$ cat config.mk
export PLATFORM = sky130hd
export DESIGN_NAME = dfpc_top
export DESIGN_NICKNAME = d
export VERILOG_FILES = /design/src/dfpc_pkg.sv /design/src/dfpc_slot_gen.sv /design/src/dfpc_top.sv
export SDC_FILE = /design/constraint.sdc
export NUM_CORES = 1
export LEC_CHECK = 0
export BUFFER_PORTS_ARGS = -buffer_cell sky130_fd_sc_hd__buf_4
export CAP_MARGIN = 5
export CORE_ASPECT_RATIO = 2
export CORE_MARGIN = 2
export CORE_UTILIZATION = 55
export CTS_CLUSTER_DIAMETER = 150
export CTS_CLUSTER_SIZE = 12
export DETAILED_ROUTE_END_ITERATION = 10
export PLACE_DENSITY = 0.82
export SLEW_MARGIN = 10
export SYNTH_ARGS = -nofsm -noshare
export SYNTH_HDL_FRONTEND = slang
export SYNTH_HIERARCHICAL = 1
export SYNTH_SLANG_ARGS = --single-unit
export TNS_END_PERCENT = 10
$ cat constraint.sdc
create_clock -name MCLK_I -period 2.8 [get_ports MCLK_I]
set_input_delay 0.28 -clock MCLK_I [delete_from_list [all_inputs] [get_ports MCLK_I]]
set_output_delay 0.28 -clock MCLK_I [all_outputs]
set_load 0.01 [all_outputs]
$ cat src/dfpc_pkg.sv
// constants shared by the dual cooling drive block
`default_nettype none
package dfpc_pkg;

    // register word indexes; byte address is four times the index
    localparam logic [9:0] DFPC_IDX_CTRL_A = 10'h056;
    localparam logic [9:0] DFPC_IDX_CTRL_B = 10'h057;
    localparam logic [9:0] DFPC_IDX_FAN_CFG = 10'h058;
    localparam logic [9:0] DFPC_IDX_STATUS = 10'h059;

    // reset values
    localparam logic [7:0] DFPC_CTRL_RST = 8'h00;
    localparam logic [7:0] DFPC_FAN_CFG_RST = 8'h50;

    // per-fan control register fields
    localparam int DFPC_FORCE_BIT = 0;
    localparam int DFPC_DUTY_LSB = 1;
    localparam int DFPC_DUTY_W = 6;
    localparam int DFPC_CLKSEL_BIT = 7;

    // fan configuration register fields, fan index added to the base
    localparam int DFPC_SRC_BIT = 0;
    localparam int DFPC_MULT_BIT = 2;

    // axi response codes
    localparam logic [1:0] DFPC_RESP_OKAY = 2'h0;
    localparam logic [1:0] DFPC_RESP_SLVERR = 2'h2;

    // timing: one duty slot lasts the chosen time, 64 slots per period
    localparam int DFPC_CLK_NS = 8;
    localparam int DFPC_SLOT_NS_0 = 16000;
    localparam int DFPC_SLOT_NS_1 = 8000;
    localparam int DFPC_SLOT_NS_2 = 4000;
    localparam int DFPC_SLOT_NS_3 = 2000;
    localparam int DFPC_SLOT_CYC_0 = DFPC_SLOT_NS_0 / DFPC_CLK_NS;
    localparam int DFPC_SLOT_CYC_1 = DFPC_SLOT_NS_1 / DFPC_CLK_NS;
    localparam int DFPC_SLOT_CYC_2 = DFPC_SLOT_NS_2 / DFPC_CLK_NS;
    localparam int DFPC_SLOT_CYC_3 = DFPC_SLOT_NS_3 / DFPC_CLK_NS;
    localparam int DFPC_DIV_W = 12;

    typedef enum logic [1:0] {
        DFPC_WR_COLLECT = 2'b00,
        DFPC_WR_RESP = 2'b01
    } dfpc_wr_state_e;

    typedef enum logic [1:0] {
        DFPC_RD_IDLE = 2'b00,
        DFPC_RD_DATA = 2'b01
    } dfpc_rd_state_e;

endpackage : dfpc_pkg
`default_nettype wire

$ cat src/dfpc_slot_gen.sv
// one cooling drive: slot divider, 64-slot counter and pin flop
`timescale 1ns/100ps
`default_nettype none
module dfpc_slot_gen (
    input wire logic clk_i,
    input wire logic rst_n_i,
    input wire logic [7:0] ctrl_i,
    input wire logic src_sel_i,
    input wire logic mult_i,
    output logic drive_o
);

    logic [dfpc_pkg::DFPC_DIV_W-1:0] div_cnt;
    logic [dfpc_pkg::DFPC_DUTY_W-1:0] slot;
    logic [dfpc_pkg::DFPC_DIV_W-1:0] base_cyc;
    logic [dfpc_pkg::DFPC_DIV_W-1:0] slot_last;
    logic slot_tick;
    logic force_high;
    logic [dfpc_pkg::DFPC_DUTY_W-1:0] duty;
    logic next_drive;
    logic [1:0] rate_sel;

    assign rate_sel = {src_sel_i, ctrl_i[dfpc_pkg::DFPC_CLKSEL_BIT]}; // RQ6
    assign base_cyc = (rate_sel == 2'h0) ? dfpc_pkg::DFPC_DIV_W'(dfpc_pkg::DFPC_SLOT_CYC_0) :
                      (rate_sel == 2'h1) ? dfpc_pkg::DFPC_DIV_W'(dfpc_pkg::DFPC_SLOT_CYC_1) :
                      (rate_sel == 2'h2) ? dfpc_pkg::DFPC_DIV_W'(dfpc_pkg::DFPC_SLOT_CYC_2) :
                      dfpc_pkg::DFPC_DIV_W'(dfpc_pkg::DFPC_SLOT_CYC_3);
    // halving the slot length doubles the output frequency
    assign slot_last = (mult_i ? (base_cyc >> 1) : base_cyc) - 1'b1; // RQ9
    assign slot_tick = (div_cnt >= slot_last);
    assign force_high = ctrl_i[dfpc_pkg::DFPC_FORCE_BIT];
    assign duty = ctrl_i[dfpc_pkg::DFPC_DUTY_LSB +: dfpc_pkg::DFPC_DUTY_W];
    // high for duty slots of 64; zero gives low, 63 gives 63 high and 1 low
    assign next_drive = force_high | (slot < duty); // RQ1 RQ2 RQ4 RQ5 RQ10

    always_ff @(posedge clk_i or negedge rst_n_i) begin
        if (!rst_n_i) begin
            div_cnt <= '0;
            slot <= '0;
        end else if (slot_tick) begin
            div_cnt <= '0;
            slot <= slot + 1'b1;
        end else begin
            div_cnt <= div_cnt + 1'b1;
        end
    end

    always_ff @(posedge clk_i or negedge rst_n_i) begin
        if (!rst_n_i) begin
            drive_o <= 1'b0;
        end else begin
            drive_o <= next_drive;
        end
    end

endmodule : dfpc_slot_gen
`default_nettype wire

$ cat src/dfpc_top.sv
// dual cooling drive controller with axi4-lite register slave
//
// The AXI4-Lite interface to the registers was left to the implementer.
`timescale 1ns/100ps
`default_nettype none
// Function
// RQ1 - force bit holds drive high
// RQ2 - duty bits 6:1, zero holds low
// RQ3 - second drive has identical own register
// RQ4 - duty 100000 gives half duty
// RQ5 - duty 111111 gives 63 high, 1 low
// RQ6 - bit 7 with config bits picks frequency
// RQ7 - config bit 2 doubles drive A frequency
// RQ8 - config bit 3 doubles drive B frequency
// RQ9 - multiplier 0 none, 1 doubles
// RQ10 - duty N gives N of 64 slots high
module dfpc_top (
    input wire logic MCLK_I,
    input wire logic RSTN_I,
    input wire logic [11:0] AXI_AWADDR_I,
    input wire logic [2:0] AXI_AWPROT_I,
    input wire logic AXI_AWVALID_I,
    output logic AXI_AWREADY_O,
    input wire logic [31:0] AXI_WDATA_I,
    input wire logic [3:0] AXI_WSTRB_I,
    input wire logic AXI_WVALID_I,
    output logic AXI_WREADY_O,
    output logic [1:0] AXI_BRESP_O,
    output logic AXI_BVALID_O,
    input wire logic AXI_BREADY_I,
    input wire logic [11:0] AXI_ARADDR_I,
    input wire logic [2:0] AXI_ARPROT_I,
    input wire logic AXI_ARVALID_I,
    output logic AXI_ARREADY_O,
    output logic [31:0] AXI_RDATA_O,
    output logic [1:0] AXI_RRESP_O,
    output logic AXI_RVALID_O,
    input wire logic AXI_RREADY_I,
    output logic COOLING_DRIVE_A_O,
    output logic COOLING_DRIVE_B_O
);

    // register selection for one word address
    typedef struct packed {
        logic ctrl_a;
        logic ctrl_b;
        logic fan_cfg;
        logic status;
    } dfpc_sel_s;

    function automatic dfpc_sel_s dfpc_decode(input logic [11:0] addr);
        dfpc_sel_s sel;
        sel.ctrl_a = (addr[11:2] == dfpc_pkg::DFPC_IDX_CTRL_A);
        sel.ctrl_b = (addr[11:2] == dfpc_pkg::DFPC_IDX_CTRL_B);
        sel.fan_cfg = (addr[11:2] == dfpc_pkg::DFPC_IDX_FAN_CFG);
        sel.status = (addr[11:2] == dfpc_pkg::DFPC_IDX_STATUS);
        return sel;
    endfunction : dfpc_decode

    // register state
    logic [7:0] cooling_ctrl_a;
    logic [7:0] cooling_ctrl_b;
    logic [7:0] fan_cfg;
    logic [1:0] drive;

    // write channel state
    dfpc_pkg::dfpc_wr_state_e wr_state;
    logic aw_held;
    logic w_held;
    logic [11:0] wr_addr;
    logic [7:0] wr_byte;
    logic wr_lane0;

    // read channel state
    dfpc_pkg::dfpc_rd_state_e rd_state;

    // decode and selection
    dfpc_sel_s wr_sel;
    dfpc_sel_s rd_sel;
    logic aw_take;
    logic w_take;
    logic have_aw;
    logic have_w;
    logic wr_fire;
    logic wr_hit;
    logic wr_apply;
    logic ar_take;
    logic rd_hit;
    logic [7:0] rd_byte;
    logic [31:0] next_rdata;
    logic [1:0] next_rresp;
    logic [1:0] next_bresp;
    logic [7:0] status_byte;
    logic [15:0] ctrl_flat;

    assign aw_take = AXI_AWVALID_I & AXI_AWREADY_O;
    assign w_take = AXI_WVALID_I & AXI_WREADY_O;
    assign have_aw = aw_held | aw_take;
    assign have_w = w_held | w_take;
    // address and data may arrive in either order; commit once both are in
    assign wr_fire = (wr_state == dfpc_pkg::DFPC_WR_COLLECT) & aw_held & w_held;
    assign wr_sel = dfpc_decode(wr_addr);
    assign wr_hit = wr_sel.ctrl_a | wr_sel.ctrl_b | wr_sel.fan_cfg;
    assign wr_apply = wr_fire & wr_lane0;
    assign next_bresp = (wr_hit | wr_sel.status) ? dfpc_pkg::DFPC_RESP_OKAY :
                        dfpc_pkg::DFPC_RESP_SLVERR;

    assign ar_take = AXI_ARVALID_I & AXI_ARREADY_O;
    assign rd_sel = dfpc_decode(AXI_ARADDR_I);
    assign rd_hit = rd_sel.ctrl_a | rd_sel.ctrl_b | rd_sel.fan_cfg | rd_sel.status;
    assign status_byte = {6'h00, drive};
    assign rd_byte = rd_sel.ctrl_a ? cooling_ctrl_a :
                     rd_sel.ctrl_b ? cooling_ctrl_b :
                     rd_sel.fan_cfg ? fan_cfg :
                     rd_sel.status ? status_byte : 8'h00;
    assign next_rdata = {24'h000000, rd_byte};
    assign next_rresp = rd_hit ? dfpc_pkg::DFPC_RESP_OKAY : dfpc_pkg::DFPC_RESP_SLVERR;

    // write address capture
    always_ff @(posedge MCLK_I or negedge RSTN_I) begin
        if (!RSTN_I) begin
            wr_addr <= 12'h000;
        end else if (aw_take) begin
            wr_addr <= AXI_AWADDR_I;
        end
    end

    // write data capture, only the low byte lane carries register bits
    always_ff @(posedge MCLK_I or negedge RSTN_I) begin
        if (!RSTN_I) begin
            wr_byte <= 8'h00;
            wr_lane0 <= 1'b0;
        end else if (w_take) begin
            wr_byte <= AXI_WDATA_I[7:0];
            wr_lane0 <= AXI_WSTRB_I[0];
        end
    end

    // write channel sequencing
    always_ff @(posedge MCLK_I or negedge RSTN_I) begin
        if (!RSTN_I) begin
            wr_state <= dfpc_pkg::DFPC_WR_COLLECT;
            aw_held <= 1'b0;
            w_held <= 1'b0;
            AXI_AWREADY_O <= 1'b1;
            AXI_WREADY_O <= 1'b1;
            AXI_BVALID_O <= 1'b0;
            AXI_BRESP_O <= dfpc_pkg::DFPC_RESP_OKAY;
        end else begin
            case (wr_state)
                dfpc_pkg::DFPC_WR_COLLECT: begin
                    if (wr_fire) begin
                        aw_held <= 1'b0;
                        w_held <= 1'b0;
                        AXI_BVALID_O <= 1'b1;
                        AXI_BRESP_O <= next_bresp;
                        wr_state <= dfpc_pkg::DFPC_WR_RESP;
                    end else begin
                        aw_held <= have_aw;
                        w_held <= have_w;
                        AXI_AWREADY_O <= ~have_aw;
                        AXI_WREADY_O <= ~have_w;
                    end
                end
                dfpc_pkg::DFPC_WR_RESP: begin
                    if (AXI_BREADY_I) begin
                        AXI_BVALID_O <= 1'b0;
                        AXI_AWREADY_O <= 1'b1;
                        AXI_WREADY_O <= 1'b1;
                        wr_state <= dfpc_pkg::DFPC_WR_COLLECT;
                    end
                end
                default: begin
                    wr_state <= dfpc_pkg::DFPC_WR_COLLECT;
                    aw_held <= 1'b0;
                    w_held <= 1'b0;
                    AXI_AWREADY_O <= 1'b1;
                    AXI_WREADY_O <= 1'b1;
                    AXI_BVALID_O <= 1'b0;
                end
            endcase
        end
    end

    // drive A register
    always_ff @(posedge MCLK_I or negedge RSTN_I) begin
        if (!RSTN_I) begin
            cooling_ctrl_a <= dfpc_pkg::DFPC_CTRL_RST;
        end else if (wr_apply && wr_sel.ctrl_a) begin
            cooling_ctrl_a <= wr_byte; // RQ1 RQ2
        end
    end

    // drive B register, same layout, kept apart
    always_ff @(posedge MCLK_I or negedge RSTN_I) begin
        if (!RSTN_I) begin
            cooling_ctrl_b <= dfpc_pkg::DFPC_CTRL_RST;
        end else if (wr_apply && wr_sel.ctrl_b) begin
            cooling_ctrl_b <= wr_byte; // RQ3
        end
    end

    // source select, multipliers and stored tachometer divisors
    always_ff @(posedge MCLK_I or negedge RSTN_I) begin
        if (!RSTN_I) begin
            fan_cfg <= dfpc_pkg::DFPC_FAN_CFG_RST;
        end else if (wr_apply && wr_sel.fan_cfg) begin
            fan_cfg <= wr_byte; // RQ6 RQ7 RQ8
        end
    end

    // read channel sequencing
    always_ff @(posedge MCLK_I or negedge RSTN_I) begin
        if (!RSTN_I) begin
            rd_state <= dfpc_pkg::DFPC_RD_IDLE;
            AXI_ARREADY_O <= 1'b1;
            AXI_RVALID_O <= 1'b0;
            AXI_RDATA_O <= 32'h00000000;
            AXI_RRESP_O <= dfpc_pkg::DFPC_RESP_OKAY;
        end else begin
            case (rd_state)
                dfpc_pkg::DFPC_RD_IDLE: begin
                    if (ar_take) begin
                        AXI_ARREADY_O <= 1'b0;
                        AXI_RVALID_O <= 1'b1;
                        AXI_RDATA_O <= next_rdata;
                        AXI_RRESP_O <= next_rresp;
                        rd_state <= dfpc_pkg::DFPC_RD_DATA;
                    end
                end
                dfpc_pkg::DFPC_RD_DATA: begin
                    if (AXI_RREADY_I) begin
                        AXI_RVALID_O <= 1'b0;
                        AXI_ARREADY_O <= 1'b1;
                        rd_state <= dfpc_pkg::DFPC_RD_IDLE;
                    end
                end
                default: begin
                    rd_state <= dfpc_pkg::DFPC_RD_IDLE;
                    AXI_ARREADY_O <= 1'b1;
                    AXI_RVALID_O <= 1'b0;
                end
            endcase
        end
    end

    // both drives share one generator shape
    assign ctrl_flat = {cooling_ctrl_b, cooling_ctrl_a};

    generate
        for (genvar i = 0; i < 2; i++) begin : g_drive
            dfpc_slot_gen u_slot_gen (
                .clk_i(MCLK_I),
                .rst_n_i(RSTN_I),
                .ctrl_i(ctrl_flat[i*8 +: 8]),
                .src_sel_i(fan_cfg[dfpc_pkg::DFPC_SRC_BIT + i]), // RQ6
                .mult_i(fan_cfg[dfpc_pkg::DFPC_MULT_BIT + i]), // RQ7 RQ8 RQ9
                .drive_o(drive[i])
            );
        end
    endgenerate

    assign COOLING_DRIVE_A_O = drive[0];
    assign COOLING_DRIVE_B_O = drive[1];

endmodule : dfpc_top
`default_nettype wire
# After elaboration in Yosys (flattened, before gate mapping)

Index checks and enable logic that the tools add are counted.

Bits in latches: 0
Output and inout port bits: 43
Register bits after elaboration: 106
ROM bits: 0
Bits in writable memories: 0
Memories: 0

Add/subtract/negate cells: 6
Divide/modulo/power cells: 0
Bitwise gates (word level): 18
Multipliers: 0
Mux-type cells: 40
Reductions and logical operators: 12
Order comparisons: 4
Shifts and indexed selects: 0
Equality and inequality tests: 19

Operators by type and width:

| kind                                                                   | number |
|---|---|
| 12-bit two-way mux                                                     | 8 |
| 10-bit by 7-bit equality test with 1-bit output, second input constant | 8 |
| 12-bit by 1-bit adder with 12-bit output, second input constant        | 2 |
| 12-bit >= comparator                                                   | 2 |
| 8-bit two-way mux                                                      | 3 |
| 12-bit by 1-bit subtractor with 12-bit output, second input constant   | 2 |
| 9-bit two-way mux                                                      | 2 |
| 2-bit two-way mux                                                      | 7 |
| 1-bit one-hot mux with 2 select lines                                  | 7 |
| 6-bit by 1-bit adder with 6-bit output, second input constant          | 2 |
| 6-bit < comparator                                                     | 2 |
| 1-bit two-way mux                                                      | 11 |
| 2-bit != test, second input constant                                   | 5 |
| 1-bit bitwise OR                                                       | 10 |
| 2-bit AND reduction                                                    | 5 |
| 2-bit by 1-bit equality test with 1-bit output, second input constant  | 4 |
| 2-bit zero test                                                        | 4 |
| 2-bit one-hot mux with 2 select lines                                  | 2 |
| 1-bit AND                                                              | 6 |
| 2-bit equality test, second input constant                             | 2 |
| 1-bit logical AND                                                      | 3 |
| 1-bit NOT                                                              | 2 |

# Logic depth before layout (Yosys ltp)

Word-level depth: 8
Gate-level depth with buffers: 12

# By module

Netlist, hierarchy kept.

Modules (own cells, without submodules):

| module        | area each (µm²) | times used | cells an instance |
|---|---|---|---|
| dfpc_top      | 2802.7          | 1          | 228 |
| dfpc_slot_gen | 1315.0          | 2          | 132 |

# Worst setup path after synthesis

Ideal clock, no wire load.

Kind: reg2reg
Start: reg fan_cfg[2]
End: reg g_drive[0].u_slot_gen/slot[1] (netlist name)
Setup slack: 0.261 ns
Period minus slack after synthesis: 2.539 ns
Stages on the path, launching flop included: 12
Setup time: 0.125 ns
Arrival: 2.414 ns
Data required time: 2.675 ns
Path through: dfrtp_1 > clkbuf_1 > or3_1 > inv_1 > ha_1 > o21a_1 > ha_1 > a21oi_1 > nand2_4 > a31oi_4 > nand2_4 > mux2_4

Word-level cells in the longest chain between the ends: 3

RTL lines:

| element                                       | line                | RTL |
|---|---|---|
| start: declaration                            | dfpc_top.sv:63      | `logic [7:0] fan_cfg;` |
| start signal: assignment                      | dfpc_top.sv:206     | `fan_cfg <= dfpc_pkg::DFPC_FAN_CFG_RST;` |
| start signal: assignment                      | dfpc_top.sv:208     | `fan_cfg <= wr_byte;` |
| 12-bit two-way mux                            | dfpc_slot_gen.sv:29 | `assign slot_last = (mult_i ? (base_cyc >> 1) : base_cyc) - 1'b1;` |
| 12-bit by 1-bit subtractor with 12-bit output | dfpc_slot_gen.sv:29 |  |
| 12-bit >= comparator                          | dfpc_slot_gen.sv:30 | `assign slot_tick = (div_cnt >= slot_last);` |
| end signal: assignment                        | dfpc_slot_gen.sv:42 | `slot <= slot + 1'b1;` |
| end: declaration                              | dfpc_slot_gen.sv:14 | `logic [dfpc_pkg::DFPC_DUTY_W-1:0] slot;` |

Every way passes these cells.
A chain may end at the register's enable or synchronous reset.

# Final worst setup path

Ends and elaborated chain as after synthesis.

==> run metrics <==
clock latency on the worst-skew pair=0.34 ns; EDFF count, synth=0; Worst EP required=3.03 ns; async set-reset flop share out of synthesis=1.00; final instance area=6180 sq um; Core Region=9700 sq um; io pins=116; die area=10700 sq um; CTS Buffer Depth=2; reg2reg path depth=10; layout cell share with drive strength beyond 1=0.251; Synth Instances=492; DRT iter0 DRCs=174; Leak=0.00304 uW; first-pass GRT wire length=18.7 mm; syn_area_per_cell=11.0 sq um; most used flip-flop cell after synthesis=dfrtp_1; routability-driven placement congestion ratio=0.879; post-synthesis sequential area ratio=0.453; post-synth design cell area=5430 sq um; slew margin rel.=0.377; Die W=74.3 um; total gr overflow=0; Tightest Pin Transition=0.934 ns; Startpoint Class=register; CP Data Arrival Time=2.91 ns; Final Hold Viols=0; row cnt=51; Area Overhead vs Synth=13.7%; Die H=145 um; wire per inst=16.5 um; Yosys Warn Count=6; CTS root buf=clkbuf_16; H-tree depth=3; fmax=373 MHz; vias in the first global route=4052; crit share post-route=0.957; TritonCTS clock tree=done; dpl cells=674; # port buffers=52; Crit Path Category=register to register; initial core utilization=0.560; status=completed; clk_skew=0.00638 ns; total CTS buffers=9; CP endpoint kind=register; Synth cell types=51; number of diodes=0; initial antenna violation count=0; Multi-input gate area=2740 sq um; pins over their slew limit=0; drt pass-1 iters=7; #FFs+latches synth=98; post-DP HPWL=8.86 mm; kind of path behind the tightest hold check=input pin to asynchronous set/reset pin; drt drc=0; largest net degree at the start of global routing=77; routed vias/inst=5.53; CTS Hold Bufs=0; Clock transition at path regs=0.06 ns; GR Util All Layers=0.231; Sink Count=98; Vias=3818; nets=666; DRT antenna net count=0; critical path peak fanout=9; post-CTS setup buffer count=0; Pwr Density=602 nW/um^2; Finish-stage setup viols=0; setup TNS=0 ns; total routed wirelength=11.4 mm; Placement Cell Area=5890 sq um; Layout fillers=806; final std cells w/o fill=690; post-layout util=0.637; fin crit period=2.68 ns; Worst VDD drop=0.499 mV; RSZ-0062 raised after global routing=false; FF/Latch Area=2460 sq um; PostCTS Resize Cnt=0; max_cap viols=0
[registers in the layout, summed over array words and instances, names as in the netlist]
register / flops
AXI_ARREADY_O: 1
wr_byte: 8
g_drive.u_slot_gen/div_cnt: 24
AXI_BVALID_O: 1
cooling_ctrl_b: 8
wr_lane0: 1
w_held: 1
cooling_ctrl_a: 8
aw_held: 1
AXI_RRESP_O: 1
AXI_AWREADY_O: 1
AXI_RVALID_O: 1
g_drive.u_slot_gen/drive_o: 2
AXI_BRESP_O: 1
AXI_RDATA_O: 8
wr_addr: 10
fan_cfg: 8
AXI_WREADY_O: 1
g_drive.u_slot_gen/slot: 12
[where the power goes]
| group | switching [uW] | internal [uW] |
|---|---|---|
| Clock | 506 | 686 |
| Combinational | 315 | 341 |
| Sequential | 217 | 1660 |
[through the flow]
step	hold WS, ns	setup slack, ns	power [uW]
3_5_place_dp	0.448	0.139	2560
6_report	0.0747	0.121	3720
3_3_place_gp	0.439	0.193	2520
4_1_cts	0.0800	0.134	3760
5_1_grt	0.103	0.00815	3920
2_1_floorplan	-0.0156	0.261	2280
[synth_stat cells (all sizes together) (2+ instances only)]
master,count,area (sq um)
or3,2,12.5
a211o,2,17.5
o21ai,30,150
clkbuf,4,15.0
dfstp,5,131
nand4,6,37.5
mux2,45,514
nor3b,3,22.5
nor2,34,128
xor2,20,175
a41oi,2,17.5
a22oi,6,45.0
nand2b,8,50.1
and3,12,75.1
nand3,21,128
inv,25,93.8
xnor2,12,105
a21oi,14,70.1
or4,2,15.0
nor2b,5,31.3
nand3b,4,30.0
dfrtp,93,2330
or3b,2,20.0
buf,29,223
a31oi,4,55.1
nor3,6,63.8
nor4,4,40.0
a21o,9,67.6
nand2,27,131
ha,40,500
and4b,3,33.8
o21a,6,45.0
[layout by cell type, fill, tap and decap left out, types with 3 or more instances in the layout]
master     instances
nor2_1            34
clkbuf_16          9
nand2b_1           8
nor3_4             3
and3_1            12
nand4_1            6
xor2_1            20
dfrtp_1           93
ha_1              40
nor2b_1            5
o21ai_0           27
o21ai_1            3
inv_1             25
nor3_1             3
a21oi_1           14
a21o_1             9
nor3b_1            3
o21a_1             6
and4b_2            3
buf_4             58
clkinv_2           4
conb_1            26
nor4_1             3
nand3_1           18
dfstp_2            5
mux2_2            42
nand2_1           23
nand3b_1           4
xnor2_1           12
a22oi_1            6
nand2_4            4
[critical path, cell delays in order, from the launching register on]
cell and delay, ns:
dfrtp_1 0.48, or3_1 0.46, inv_1 0.12, ha_1 0.15
o21a_1 0.12, ha_1 0.25, a21oi_1 0.26, nand2_4 0.08
a31oi_4 0.23, nand2_4 0.11, mux2_4 0.30
[per-layer routing]
metal,up-vias,wire length (um),track usage
li1,1806,-,-
met1,1892,3950,0.228
met2,90,6690,0.436
met3,30,375,0.0509
met4,0,370,0.109
met5,-,0,0
[kinds of logic after synthesis]
| kind of cell | count (synthesis) | synth area share |
|---|---|---|
| mux | 46 | 0.0965 |
| xor+xnor | 32 | 0.0516 |
| other cells | 1 | 0.000690 |
| simple gates | 141 | 0.155 |
| fa+ha+maj | 40 | 0.0921 |
| buf+inv | 58 | 0.0610 |
| flops | 98 | 0.453 |
| compound gates | 76 | 0.0905 |
[path summary, 6_finish.rpt]
check	start	endpoint	slack (ns)
max reg2reg	fan_cfg[2]	g_drive[0].u_slot_gen/slot[1]	0.12
min reg2reg	g_drive[1].u_slot_gen/slot[5]	g_drive[1].u_slot_gen/slot[5]	0.49
min	RSTN_I	AXI_RVALID_O	0.07
max in group asynchronous	RSTN_I	wr_byte[0]	1.97
max	fan_cfg[2]	g_drive[0].u_slot_gen/slot[1]	0.12
min in group MCLK_I	AXI_ARVALID_I	AXI_ARREADY_O	0.09
[cell type report]
cell class                 count  area share
multi-input combinational    361       0.443
clock inverter                 6     0.00932
timing repair buffer          58      0.0705
clock buffer                  10      0.0371
inverter                      25      0.0152
sequential                    98       0.398
tap                          132      0.0267
Note: power is estimated with default switching activity, not from simulation.
